## src/hdl/cmr_pkg.sv

```systemverilog
/*
  Constants shared by the compass mode and readout block: link address,
  command codes, mode register layout, reset values, angle limits and rates.
  Assumes a 200 MHz system clock and a 7-bit two-wire link address.
*/
package cmr_pkg;
  localparam logic [6:0] CMR_DEV_ADDR    = 7'h19;
  localparam logic [7:0] CMR_CMD_HEADING = 8'h50;
  localparam logic [7:0] CMR_CMD_STATUS  = 8'h65;
  localparam logic [7:0] CMR_CMD_CAL_IN  = 8'h71;
  localparam logic [7:0] CMR_CMD_LEVEL   = 8'h72;
  localparam logic [7:0] CMR_CMD_EDGE    = 8'h73;
  localparam logic [7:0] CMR_CMD_FRONT   = 8'h74;
  localparam logic [7:0] CMR_CMD_RUN     = 8'h75;
  localparam logic [7:0] CMR_CMD_STBY    = 8'h76;
  localparam logic [7:0] CMR_CMD_CAL_OUT = 8'h7e;
  localparam logic [7:0] CMR_CMD_EE_RD   = 8'he1;
  localparam logic [7:0] CMR_CMD_EE_WR   = 8'hf1;
  localparam logic [7:0] CMR_EE_MODE1    = 8'h04;
  localparam logic [7:0] CMR_EE_MODE2    = 8'h05;
  localparam int CMR_B_COMP   = 7;
  localparam int CMR_B_CAL    = 6;
  localparam int CMR_B_FILT   = 5;
  localparam int CMR_B_RUN    = 4;
  localparam int CMR_B_STBY   = 3;
  localparam logic [2:0] CMR_OR_FRONT = 3'h4;
  localparam logic [2:0] CMR_OR_EDGE  = 3'h2;
  localparam logic [2:0] CMR_OR_LEVEL = 3'h1;
  localparam logic [1:0] CMR_RATE_1HZ  = 2'h0;
  localparam logic [1:0] CMR_RATE_5HZ  = 2'h1;
  localparam logic [1:0] CMR_RATE_10HZ = 2'h2;
  localparam logic [1:0] CMR_RATE_NONE = 2'h3;
  localparam int CMR_CLK_HZ = 200_000_000;
  localparam int CMR_HZ_1   = 1;
  localparam int CMR_HZ_5   = 5;
  localparam int CMR_HZ_10  = 10;
  localparam logic signed [16:0] CMR_HEAD_MAX = 17'sh00e10;
  localparam logic signed [16:0] CMR_TILT_MAX = 17'sh00384;
  localparam logic signed [16:0] CMR_TILT_MIN = -17'sh00384;
  localparam int CMR_RESP_BYTES = 6;
  localparam int CMR_FILT_SHIFT = 2;
  localparam logic [1:0] CMR_WR_SAT = 2'h3;
  localparam logic [3:0] CMR_BIT_LAST = 4'h7;
  localparam logic [3:0] CMR_BIT_ACK  = 4'h8;
  typedef enum logic [2:0] {
    CMR_IDLE, CMR_ADDR, CMR_WR, CMR_RD, CMR_NAK
  } cmr_link_e;
endpackage
```

## src/hdl/cmr_compass.sv

```systemverilog
/*
  Mode and readout logic of a tilt-compensated compass: mode registers,
  command decode, measurement pacing, heading filter, hard-iron calibration
  and the two-wire slave that returns heading, pitch and roll.
  Assumes the host paces commands with the documented waits and that the
  sensor front end answers each sample request one or more clocks later.
*/
// Notes on behaviour
// - Mode register bit 7 is high while a heading computation runs.
// - Mode register bit 6 is high while calibration offsets are computed.
// - Bit 5 set passes heading through an IIR smoothing filter.
// - Bit 4 shows continuous measuring, bit 3 shows standby.
// - Bits 2..0 select front, edge or level mounting orientation.
// - Rate field: 00 is 1 Hz, 01 is 5 Hz default, 10 is 10 Hz.
// - Command 0x71 enters user calibration, 0x7e leaves it.
// - In calibration magnetometer readings are gathered for hard-iron use.
// - Leaving calibration after one or more readings replaces the stored offsets with new values.
// - After initialisation the device measures continuously unasked.
// - Read address 0x33 returns six bytes, pairs most significant first.
// - Angles in tenths: heading 0..3600, pitch and roll within 900.
// - Mode registers sit at memory locations 0x04 and 0x05.
// - 0x75 goes standby to run, 0x76 run to standby.
`timescale 1ns/1ps
`default_nettype none
module cmr_compass
  import cmr_pkg::*;
#(
  parameter int CYC_1HZ  = CMR_CLK_HZ / CMR_HZ_1,
  parameter int CYC_5HZ  = CMR_CLK_HZ / CMR_HZ_5,
  parameter int CYC_10HZ = CMR_CLK_HZ / CMR_HZ_10
) (
  input  wire logic        clk_i,
  input  wire logic        sys_rst_i,
  input  wire logic        scl_i,
  input  wire logic        sda_i,
  output logic             sda_o,
  output logic             sda_oe_o,
  output logic             sample_req_o,
  input  wire logic        sample_valid_i,
  input  wire logic [15:0] head_raw_i,
  input  wire logic [15:0] pitch_raw_i,
  input  wire logic [15:0] roll_raw_i,
  input  wire logic [47:0] mag_i,
  output logic      [47:0] mag_offset_o
);
  logic [2:0] scl_sync, sda_sync;
  logic       scl_rise, scl_fall, start_det, stop_det;
  cmr_link_e  st_reg;
  logic [3:0] bit_reg;
  logic [7:0] rx_reg, tx_reg;
  logic [1:0] wr_idx_reg, byte_pos_reg;
  logic       byte_stb_reg;
  logic [7:0] byte_reg;
  logic [2:0] rd_idx_reg;
  logic [7:0] resp_reg [CMR_RESP_BYTES];
  logic [7:0] cmd_reg, ee_addr_reg;
  logic       comp_reg, cal_busy_reg, cal_mode_reg, filt_reg;
  logic       run_reg, stby_reg, cal_first_reg;
  logic [2:0] orient_reg;
  logic [1:0] rate_reg;
  logic [31:0] rate_cnt_reg, rate_per;
  logic [7:0] mode1, mode2;
  logic signed [16:0] head_reg, pitch_reg, roll_reg, head_c, diff;

  // Only the second stage and later ever feed logic.
  always_ff @(posedge clk_i) begin
    if (sys_rst_i) begin
      scl_sync <= 3'h7;
      sda_sync <= 3'h7;
    end else begin
      scl_sync <= {scl_sync[1:0], scl_i};
      sda_sync <= {sda_sync[1:0], sda_i};
    end
  end
  assign scl_rise  = scl_sync[1] & ~scl_sync[2];
  assign scl_fall  = ~scl_sync[1] & scl_sync[2];
  assign start_det = scl_sync[1] & scl_sync[2] & ~sda_sync[1] & sda_sync[2];
  assign stop_det  = scl_sync[1] & scl_sync[2] & sda_sync[1] & ~sda_sync[2];

  assign mode1 = {comp_reg, cal_busy_reg, filt_reg, run_reg, stby_reg,
                  orient_reg};
  assign mode2 = {6'h00, rate_reg};

  // Open-drain slave: the pin is only ever pulled low.
  always_ff @(posedge clk_i) begin
    if (sys_rst_i) begin
      st_reg       <= CMR_IDLE;
      bit_reg      <= 4'h0;
      rx_reg       <= 8'h00;
      tx_reg       <= 8'h00;
      sda_oe_o     <= 1'b0;
      sda_o        <= 1'b0;
      wr_idx_reg   <= 2'h0;
      byte_pos_reg <= 2'h0;
      byte_stb_reg <= 1'b0;
      byte_reg     <= 8'h00;
      rd_idx_reg   <= 3'h0;
    end else begin
      byte_stb_reg <= 1'b0;
      if (start_det) begin
        st_reg     <= CMR_ADDR;
        // All ones, so the start's own clock fall wraps it to bit zero.
        bit_reg    <= '1;
        wr_idx_reg <= 2'h0;
        sda_oe_o   <= 1'b0;
      end else if (stop_det) begin
        st_reg   <= CMR_IDLE;
        sda_oe_o <= 1'b0;
      end else if (scl_rise && st_reg != CMR_IDLE) begin
        if (bit_reg == CMR_BIT_ACK) begin
          if (st_reg == CMR_RD && sda_sync[1]) begin
            st_reg <= CMR_NAK;
          end
        end else begin
          rx_reg <= {rx_reg[6:0], sda_sync[1]};
        end
      end else if (scl_fall && st_reg != CMR_IDLE && st_reg != CMR_NAK) begin
        if (bit_reg == CMR_BIT_LAST) begin
          bit_reg <= CMR_BIT_ACK;
          case (st_reg)
            CMR_ADDR: begin
              if (rx_reg[7:1] == CMR_DEV_ADDR) begin
                sda_oe_o   <= 1'b1;
                rd_idx_reg <= 3'h0;
                st_reg     <= rx_reg[0] ? CMR_RD : CMR_WR;
              end else begin
                st_reg <= CMR_NAK;
              end
            end
            CMR_WR: begin
              sda_oe_o     <= 1'b1;
              byte_stb_reg <= 1'b1;
              byte_reg     <= rx_reg;
              byte_pos_reg <= wr_idx_reg;
              if (wr_idx_reg != CMR_WR_SAT) begin
                wr_idx_reg <= wr_idx_reg + 2'h1;
              end
            end
            default: sda_oe_o <= 1'b0;
          endcase
        end else if (bit_reg == CMR_BIT_ACK) begin
          bit_reg <= 4'h0;
          if (st_reg == CMR_RD) begin
            tx_reg     <= (rd_idx_reg < 3'(CMR_RESP_BYTES)) ?
                          resp_reg[rd_idx_reg] : 8'h00;
            sda_oe_o   <= (rd_idx_reg < 3'(CMR_RESP_BYTES)) ?
                          ~resp_reg[rd_idx_reg][7] : 1'b1;
            rd_idx_reg <= rd_idx_reg + 3'h1;
          end else begin
            sda_oe_o <= 1'b0;
          end
        end else begin
          bit_reg <= bit_reg + 4'h1;
          if (st_reg == CMR_RD) begin
            tx_reg   <= {tx_reg[6:0], 1'b0};
            sda_oe_o <= ~tx_reg[6];
          end
        end
      end
    end
  end

  always_ff @(posedge clk_i) begin
    if (sys_rst_i) begin
      cmd_reg     <= 8'h00;
      ee_addr_reg <= 8'h00;
    end else if (byte_stb_reg) begin
      if (byte_pos_reg == 2'h0) begin
        cmd_reg <= byte_reg;
      end else if (byte_pos_reg == 2'h1) begin
        ee_addr_reg <= byte_reg;
      end
    end
  end

  // A single run or standby bit is kept by construction.
  always_ff @(posedge clk_i) begin
    if (sys_rst_i) begin
      run_reg    <= 1'b1;
      stby_reg   <= 1'b0;
      orient_reg <= CMR_OR_LEVEL;
      filt_reg   <= 1'b0;
      rate_reg   <= CMR_RATE_5HZ;
    end else if (byte_stb_reg && byte_pos_reg == 2'h0) begin
      case (byte_reg)
        CMR_CMD_RUN:   begin run_reg <= 1'b1; stby_reg <= 1'b0; end
        CMR_CMD_STBY:  begin run_reg <= 1'b0; stby_reg <= 1'b1; end
        CMR_CMD_LEVEL: orient_reg <= CMR_OR_LEVEL;
        CMR_CMD_EDGE:  orient_reg <= CMR_OR_EDGE;
        CMR_CMD_FRONT: orient_reg <= CMR_OR_FRONT;
        default: ;
      endcase
    end else if (byte_stb_reg && byte_pos_reg == 2'h2 &&
                 cmd_reg == CMR_CMD_EE_WR) begin
      if (ee_addr_reg == CMR_EE_MODE1) begin
        filt_reg <= byte_reg[CMR_B_FILT];
        // Malformed patterns are dropped so the bits stay one-hot.
        if ($onehot(byte_reg[2:0])) begin
          orient_reg <= byte_reg[2:0];
        end
        if (byte_reg[CMR_B_RUN] != byte_reg[CMR_B_STBY]) begin
          run_reg  <= byte_reg[CMR_B_RUN];
          stby_reg <= byte_reg[CMR_B_STBY];
        end
      end else if (ee_addr_reg == CMR_EE_MODE2 &&
                   byte_reg[1:0] != CMR_RATE_NONE) begin
        rate_reg <= byte_reg[1:0];
      end
    end
  end

  always_ff @(posedge clk_i) begin
    if (sys_rst_i) begin
      for (int i = 0; i < CMR_RESP_BYTES; i++) resp_reg[i] <= 8'h00;
    end else if (byte_stb_reg && byte_pos_reg == 2'h0 &&
                 byte_reg == CMR_CMD_HEADING) begin
      resp_reg[0] <= head_reg[15:8];
      resp_reg[1] <= head_reg[7:0];
      resp_reg[2] <= pitch_reg[15:8];
      resp_reg[3] <= pitch_reg[7:0];
      resp_reg[4] <= roll_reg[15:8];
      resp_reg[5] <= roll_reg[7:0];
    end else if (byte_stb_reg && byte_pos_reg == 2'h0 &&
                 byte_reg == CMR_CMD_STATUS) begin
      for (int i = 0; i < CMR_RESP_BYTES; i++) resp_reg[i] <= 8'h00;
      resp_reg[0] <= mode1;
    end else if (byte_stb_reg && byte_pos_reg == 2'h1 &&
                 cmd_reg == CMR_CMD_EE_RD) begin
      for (int i = 0; i < CMR_RESP_BYTES; i++) resp_reg[i] <= 8'h00;
      resp_reg[0] <= (byte_reg == CMR_EE_MODE1) ? mode1 :
                     (byte_reg == CMR_EE_MODE2) ? mode2 : 8'h00;
    end
  end

  always_comb begin
    case (rate_reg)
      CMR_RATE_1HZ:  rate_per = 32'(CYC_1HZ);
      CMR_RATE_10HZ: rate_per = 32'(CYC_10HZ);
      default:       rate_per = 32'(CYC_5HZ);
    endcase
  end

  always_ff @(posedge clk_i) begin
    if (sys_rst_i) begin
      rate_cnt_reg <= 32'h0;
      sample_req_o <= 1'b0;
    end else begin
      sample_req_o <= 1'b0;
      if (rate_cnt_reg >= rate_per - 32'h1) begin
        rate_cnt_reg <= 32'h0;
        sample_req_o <= run_reg;
      end else begin
        rate_cnt_reg <= rate_cnt_reg + 32'h1;
      end
    end
  end

  always_ff @(posedge clk_i) begin
    if (sys_rst_i) begin
      comp_reg <= 1'b0;
    end else if (sample_req_o) begin
      comp_reg <= 1'b1;
    end else if (sample_valid_i) begin
      comp_reg <= 1'b0;
    end
  end

  always_comb begin
    head_c = {head_raw_i[15], head_raw_i};
    if (head_c < 17'sh0) head_c = 17'sh0;
    if (head_c > CMR_HEAD_MAX) head_c = CMR_HEAD_MAX;
    diff = head_c - head_reg;
  end

  function automatic logic signed [16:0] tilt(input logic [15:0] v);
    logic signed [16:0] s;
    s = {v[15], v};
    if (s > CMR_TILT_MAX) s = CMR_TILT_MAX;
    if (s < CMR_TILT_MIN) s = CMR_TILT_MIN;
    return s;
  endfunction

  // The filter trades response time for noise; a quarter step per sample.
  always_ff @(posedge clk_i) begin
    if (sys_rst_i) begin
      head_reg  <= 17'sh0;
      pitch_reg <= 17'sh0;
      roll_reg  <= 17'sh0;
    end else if (sample_valid_i && comp_reg) begin
      head_reg  <= filt_reg ? head_reg + (diff >>> CMR_FILT_SHIFT)
                            : head_c;
      pitch_reg <= tilt(pitch_raw_i);
      roll_reg  <= tilt(roll_raw_i);
    end
  end

  always_ff @(posedge clk_i) begin
    if (sys_rst_i) begin
      cal_mode_reg <= 1'b0;
      cal_busy_reg <= 1'b0;
    end else begin
      cal_busy_reg <= 1'b0;
      if (byte_stb_reg && byte_pos_reg == 2'h0) begin
        if (byte_reg == CMR_CMD_CAL_IN) begin
          cal_mode_reg <= 1'b1;
        end else if (byte_reg == CMR_CMD_CAL_OUT && cal_mode_reg) begin
          cal_mode_reg <= 1'b0;
          cal_busy_reg <= 1'b1;
        end
      end
    end
  end

  always_ff @(posedge clk_i) begin
    if (sys_rst_i || (byte_stb_reg && byte_reg == CMR_CMD_CAL_IN &&
                      byte_pos_reg == 2'h0)) begin
      cal_first_reg <= 1'b1;
    end else if (sample_valid_i && cal_mode_reg) begin
      cal_first_reg <= 1'b0;
    end
  end

  // Hard-iron offset per axis is the centre of the seen min and max.
  for (genvar a = 0; a < 3; a++) begin : g_axis
    logic signed [15:0] mn_reg, mx_reg, smp;
    logic signed [16:0] sum;
    logic        [15:0] off_reg;
    assign smp = mag_i[16*a +: 16];
    assign sum = 17'(mn_reg) + 17'(mx_reg);
    always_ff @(posedge clk_i) begin
      if (sys_rst_i) begin
        mn_reg <= 16'sh0;
        mx_reg <= 16'sh0;
      end else if (sample_valid_i && cal_mode_reg) begin
        mn_reg <= (cal_first_reg || smp < mn_reg) ? smp : mn_reg;
        mx_reg <= (cal_first_reg || smp > mx_reg) ? smp : mx_reg;
      end
    end
    always_ff @(posedge clk_i) begin
      if (sys_rst_i) begin
        off_reg <= 16'h0;
      end else if (cal_busy_reg && !cal_first_reg) begin
        off_reg <= sum[16:1];
      end
    end
  end
  // One driver for the whole output keeps the axes from splitting it.
  assign mag_offset_o = {g_axis[2].off_reg, g_axis[1].off_reg,
                         g_axis[0].off_reg};
endmodule
`default_nettype wire

```

## config.mk

```make
export PLATFORM = sky130hd
export DESIGN_NAME = cmr_compass
export DESIGN_NICKNAME = d
export VERILOG_FILES = /design/src/hdl/cmr_pkg.sv /design/src/hdl/cmr_compass.sv
export SDC_FILE = /design/constraint.sdc
export NUM_CORES = 1
export LEC_CHECK = 0
export ABC_CLOCK_PERIOD_IN_PS = 5200
export BUFFER_PORTS_ARGS = -buffer_cell sky130_fd_sc_hd__buf_2
export CORE_ASPECT_RATIO = 0.6
export CORE_UTILIZATION = 60
export DETAILED_ROUTE_END_ITERATION = 8
export GPL_TIMING_DRIVEN = 0
export PLACE_DENSITY = 0.79
export SLEW_MARGIN = 30
export SYNTH_ARGS = -nofsm -noshare
export SYNTH_HDL_FRONTEND = slang
export SYNTH_SLANG_ARGS = --single-unit
```

## constraint.sdc

```tcl
create_clock -name clk_i -period 5.2 [get_ports clk_i]
set_input_delay 0.26 -clock clk_i [delete_from_list [all_inputs] [get_ports clk_i]]
set_output_delay 0.26 -clock clk_i [all_outputs]
set_load 0.05 [all_outputs]
```

## Word level (Yosys, flattened, before mapping)

Memories as Yosys holds them, arrays and structs flattened. A register that Yosys moved wholly into a read port is not among the register bits.
Index checks and enable logic that the tools add are counted.

- Bitwise gates (word level): 43
- $add $sub $neg: 12
- Reduce and logical (&&, ||, !) cells: 73
- Magnitude comparators: 14
- Muxes and demuxes: 103
- Equal/unequal tests: 40

Operators with widths:

| cell | count |
|---|---|
| 2-to-1 mux 8 bit | 21 |
| 2-to-1 mux 17 bit | 9 |
| equality test 8 x 7 -> 1 bit, second input constant | 9 |
| case mux 28 bit (2 select lines) | 1 |
| 2-to-1 mux 3 bit | 18 |
| adder 16 x 16 -> 17 bit | 3 |
| greater-than comparator 16 bit | 3 |
| less-than comparator 16 bit | 3 |
| 2-to-1 mux 1 bit | 37 |
| less-than comparator 17 x 11 -> 1 bit, second input constant | 2 |
| adder 32 x 1 -> 32 bit, second input constant | 1 |
| equality test 8 x 3 -> 1 bit, second input constant | 4 |
| >= comparator 32 bit | 1 |
| greater-than comparator 16 x 11 -> 1 bit, second input constant | 2 |
| 2-to-1 mux 16 bit | 2 |
| subtractor 32 x 1 -> 32 bit, second input constant | 1 |
| 2-to-1 mux 7 bit | 4 |
| 2-to-1 mux 4 bit | 6 |
| nonzero test 2 bit | 12 |
| bitwise OR 1 bit | 20 |
| AND reduction 4 bit | 5 |
| logical AND 1 bit | 18 |
| AND reduction 6 bit | 3 |
| adder 17 x 15 -> 17 bit | 1 |
| other kinds (41) | 99 |

- Bits in registers: 299
- Output and inout port bits: 51
- Memory bits (writable): 48
- Memories: 1

Memories:

| name | words | bits a word | rd ports | clocked after memory_dff | wr ports | line | text |
|---|---|---|---|---|---|---|---|
| resp_reg | 6 | 8 | 1 | 1 | 6 | cmr_compass.sv:55 | `logic [7:0] resp_reg [CMR_RESP_BYTES];` |

## Depth between registers and ports, before layout

- Depth after elaboration: 11
- Gate-level depth with buffers: 23
- Depth with buffers taken out: 23

## Worst setup path after synthesis

Ideal clock, no wire load.

- Kind: input-to-reg
- Start: input head_raw_i[8]
- End: register head_reg[16]
- Buffers on the path: 0
- Arrival: 4.435 ns
- Library setup time: 0.062 ns
- Path slack: 0.703 ns
- Stages on the path: 21
- Cells stage by stage: nor4_1 > a211oi_1 > and2_1 > nor3_1 > and2_1 > ha_1 > a21o_1 > a21o_1 > a221oi_1 > nand2_1 > xor2_1 > ha_1 > a21o_1 > a21oi_1 > o21ai_0 > a41oi_2 > o21ai_0 > o211ai_1 > a21oi_1 > or4_1 > nand3_1

- Longest elaborated chain between the ends: 7

RTL lines:

| element | line | text |
|---|---|---|
| from (decl) | cmr_compass.sv:40 | `input wire logic [15:0] head_raw_i,` |
| less-than comparator 16 x 1 -> 1 bit | cmr_compass.sv:270 | `if (head_c < 17'sh0) head_c = 17'sh0;` |
| 2-to-1 mux 17 bit * | cmr_compass.sv:270 |  |
| greater-than comparator 17 x 13 -> 1 bit | cmr_compass.sv:271 | `if (head_c > CMR_HEAD_MAX) head_c = CMR_HEAD_MAX;` |
| 2-to-1 mux 17 bit * | cmr_compass.sv:271 |  |
| subtractor 17 bit | cmr_compass.sv:272 | `diff = head_c - head_reg;` |
| adder 17 x 15 -> 17 bit | cmr_compass.sv:290 | `head_reg <= filt_reg ? head_reg + (diff >>> CMR_FILT_SHIFT)` |
| 2-to-1 mux 17 bit * | cmr_compass.sv:290 |  |
| to (signal assigned) | cmr_compass.sv:290 |  |
| to (decl) | cmr_compass.sv:63 | `logic signed [16:0] head_reg, pitch_reg, roll_reg, head_c, diff;` |

Every way passes the cells marked *; elsewhere a longest branch is shown, timed or not.
A chain may end at the register's enable or synchronous reset.

## Final worst setup path

Ends and elaborated chain as after synthesis.

==> results.txt <==
- Largest family of logic cells by synthesized area: simple AND/OR/NAND/NOR gates
- Fin cells: roughly 3300
* Result of the run: finished, final reports clean
* Data arrival time of the critical path: ~5.2 ns
- CTS placed an instance of clkbuf_16 at the clock tree root.
* Netlist area before placement: 0.0215 sq mm
- The worst path uses 90.9% of the clock period.
- In this run, synthesis inferred 48 flip-flops with an integrated enable.
- GRT Resource Usage Total: approximately a third
- The most critical setup path has its startpoint at head_raw_i[8].
* Number of buffers and inverters on the critical path: 1
- The post-route netlist has 10.0% of its cells at a drive strength greater than 1.
* Count of fill cells added during filler insertion: approximately 2800
- In this run the tightest slew margin relative to its limit is roughly 30%.
* Start point of the worst hold path: roll_raw_i[1]
- Xor and xnor fraction of the mapped netlist area: 3.51%
* Number of global-route vias before repair: 18600
* Worst slew pin tran: 1.05 ns
* Initial drt markers: approximately 2300
* Synthesis Warnings: 0
* Top achievable clock speed: 0.212 GHz
- dfxtp_1 is the most common cell in the netlist.
- The share of the Yosys chip area taken by registers is 34.8%.
- Static leakage power: just under 0.01 uW
- Count of clock tree sinks: 350
- Total wirelength of the detailed-routed design: ~66000 um
- The path class of the tightest hold or removal check is input pin to flip-flop.
* Share of cell area taken by muxes after synthesis: 3.87%
* Rows: 53
- CTS tree: built
- DP HPWL: 50500 um
* Crit path required time: roughly 5.7 ns
* Power density over cell area: 253 mW/mm^2
* Maximum count of clock buffers along a single path: 3
- Synth area leaders: dfxtp_1, ha_1, edfxtp_1
* Fraction of the mapped netlist area in simple logic gates: 21.2%
* Total placed cells including tap cells: 3183
- The count of nets left with antenna violations once routing finished came out at 0.
- Die span in x: roughly 250 um
- Summed over all instances, the cell type with the most area after synthesis is dfxtp_1.
- For this run, the slowest stage of the critical path takes between 0.4 and 0.5 ns.
* Number of instances in the synthesized netlist: 2560
- Post-synth cell types: 86
* Sequence of cells on the critical path: buf_2 > nor4_2 > a211oi_1 > and2_1 > nor3_2 > and2_1 > ha_1 > a2111oi_0 > o2bb2ai_1 > nor2b_1 > nor2_1 > xnor2_1 > ha_1 > or2_2 > a21oi_1 > a21oi_1 > a41oi_2 > o21ai_0 > o211ai_1 > a21oi_1 > or4_1 > nand3_1
- IR analysis of the VDD net gives a maximum drop of ~0.29 mV.
* Total Power: 6090 uW
* Per-instance average area after synthesis: 8.39 sq um
- The net count of the finished layout is 3061.
* Clock latency of the later-clocked register in the worst-skew pair: 0.54 ns
- Vias: 20600
- Across the run, the number of max-cap violations was 0.
- The die covers 0.0366 sq mm.
* Async SR Flop Fraction: 0%
* Setup violators final: 0
- Main synth FF type: dfxtp_1
- Among cell families on the critical path, the largest total delay comes from simple AND/OR/NAND/NOR gates.
* Remaining global-route overflow: 0
- CP Capture Type: flip-flop
* Maximum net fanout on the critical path: 7
- The final number of hold-violating endpoints was 0.
- Post-synthesis register bit count: 350
* Number of top-level design ports: 152
- Dividing the detail-routed wire length by the instance count gives 20.3 um.
- Setup repair after global routing left no endpoint under its margin.
- Area used by multi-input combinational logic: 0.0129 sq mm
- Arithmetic-cell share of the synthesized area counting full adders, half adders and majority gates: 12.0%
* Kind of start point of the critical path: input pin
- DRC: 0
- At the end of routability-driven placement, the weighted congestion stood at 0.987.
* First-pass iteration count of the detailed router: 9
- For this configuration, the core starts out at a cell density of 61.1%.
- Compound-cell area share of the yosys netlist: 19.1%
- Clock Pin Slew Worst Setup and Hold Paths: ~0.060 ns
* Core Area: 0.0351 sq mm
* Final clock skew: between 0.02 and 0.025 ns
* Critical R2R Launch: head_reg[7]
- Area Overhead vs Synth: 12.1%
- Sorting the synthesized cells by how often they occur yields dfxtp_1, nor2_1, nand2_1.
- After synthesis, the largest area contributor takes up 28.1% of total cell area.
* Most common cell type on the critical path: a21oi_1
* Maximum number of pins on one net before global-route repair: 33
- The critical path is of the input pin to flip-flop type.
* Number of port buffers: 148
* Sequential cell area: 0.00749 sq mm
- On the critical path, the stage with the largest delay is an instance of a2111oi_0.
- Final Critical Period: 4.73 ns
* Cts bufs inserted: 35
- The setup check on the worst reg-to-reg path leaves a slack of 1.00 ns.
* Wire length of the first global-routing pass: 102000 um
- The H-tree was split into 2 levels.
* Ratio of routed vias to standard cells: about 6.3
* Antenna violations before repair: 2
- From bottom edge to top edge, the die measures 149 um.
- The total count of max-transition violations in the final report is 0.
==> worst register-to-register path: cells and delay by family, from the launching register on <==
family          cells  cell delay, ns
simple gates        3            0.65
compound gates     10            2.09
fa+ha+maj           2            0.70
xor+xnor            1            0.16
buf+inv             1            0.08
flops               1            0.47
==> path summary, 6_finish.rpt <==
kind,to,depth (start not counted)
max,head_reg[16],22
min,roll_reg[1],3
max reg2reg,head_reg[16],17
min reg2reg,sda_sync[1],1
==> cells in the final DEF, fill, tap and decap left out, types with 28 or more instances in the layout <==
| master | n |
|---|---|
| nand2_1 | 215 |
| clkbuf_1 | 116 |
| nand3_1 | 120 |
| nor2_1 | 255 |
| edfxtp_1 | 48 |
| dfxtp_1 | 302 |
| clkbuf_16 | 37 |
| xor2_1 | 33 |
| ha_1 | 198 |
| a31oi_1 | 32 |
| a21o_1 | 52 |
| o21ai_0 | 117 |
| nor2b_1 | 33 |
| xnor2_1 | 53 |
| nand2b_1 | 29 |
| and2_1 | 56 |
| a32oi_1 | 32 |
| nand4_1 | 28 |
| nor3_1 | 47 |
| o211ai_1 | 41 |
| inv_1 | 155 |
| buf_2 | 159 |
| mux2i_1 | 65 |
| a211oi_1 | 34 |
| a21oi_1 | 196 |
==> cell families after synthesis <==
family,after synthesis
AO/OA/AOI/OAI,627
XOR/XNOR,86
adder cells (fa/ha/maj),203
buffers and inverters,290
flip-flops,350
multiplexers,73
other,2
AND/OR/NAND/NOR,929
==> area by class of cell <==
| class | instances | area share (%) |
|---|---|---|
| antenna | 3 | 0.0312 |
| buffer | 134 | 2.41 |
| clock buffer | 50 | 4.34 |
| clock inverter | 13 | 0.525 |
| inverter | 156 | 2.43 |
| multi-input combinational | 1928 | 53.5 |
| sequential | 350 | 31.1 |
| tap | 467 | 2.43 |
| timing repair buffer | 152 | 3.24 |
==> stage by stage <==
| step | cell area [sq um] | setup TNS (ns) | util [%] | setup slack, ns | hold WS (ns) |
|---|---|---|---|---|---|
| floorplan | 21500 | 0 | - | 0.703 | 0.364 |
| global placement | 22800 | -0.0591 | 65.0 | -0.0591 | 0.393 |
| detailed placement | 22800 | -0.532 | 65.0 | -0.326 | 0.393 |
| CTS | 24100 | 0 | 68.4 | 0.213 | 0.00145 |
| global route | 24100 | 0 | 68.5 | 0.0530 | 0.0155 |
| finish | 24100 | 0 | 68.5 | 0.474 | 0.0166 |
==> report_power, final <==
group	internal [uW]	leakage [uW]	switching (uW)	total, uW
sequential	2770	0.00294	26.6	2800
clock	1510	0.000570	1130	2640
combinational	246	0.00613	412	657
==> routing by layer <==
| layer | track usage, % | part of all wire [%] | vias up |
|---|---|---|---|
| met5 | 0 | 0 | - |
| met4 | 7.04 | 1.6 | 0 |
| met3 | 6.55 | 11 | 97 |
| met2 | 49.8 | 41 | 1111 |
| met1 | 54.7 | 46 | 9764 |
| li1 | - | - | 9578 |
==> what timing repair did <==
| action | CTS | global route |
|---|---|---|
| endpoints found under the hold margin | 4 | 0 |
| setup buffers | 0 | 0 |
| setup endpoints to repair | 0 | 2 |
| gates resized for setup | 0 | 2 |
| hold buffers | 4 | 0 |
No activity file was read; power rests on OpenSTA's default activity.
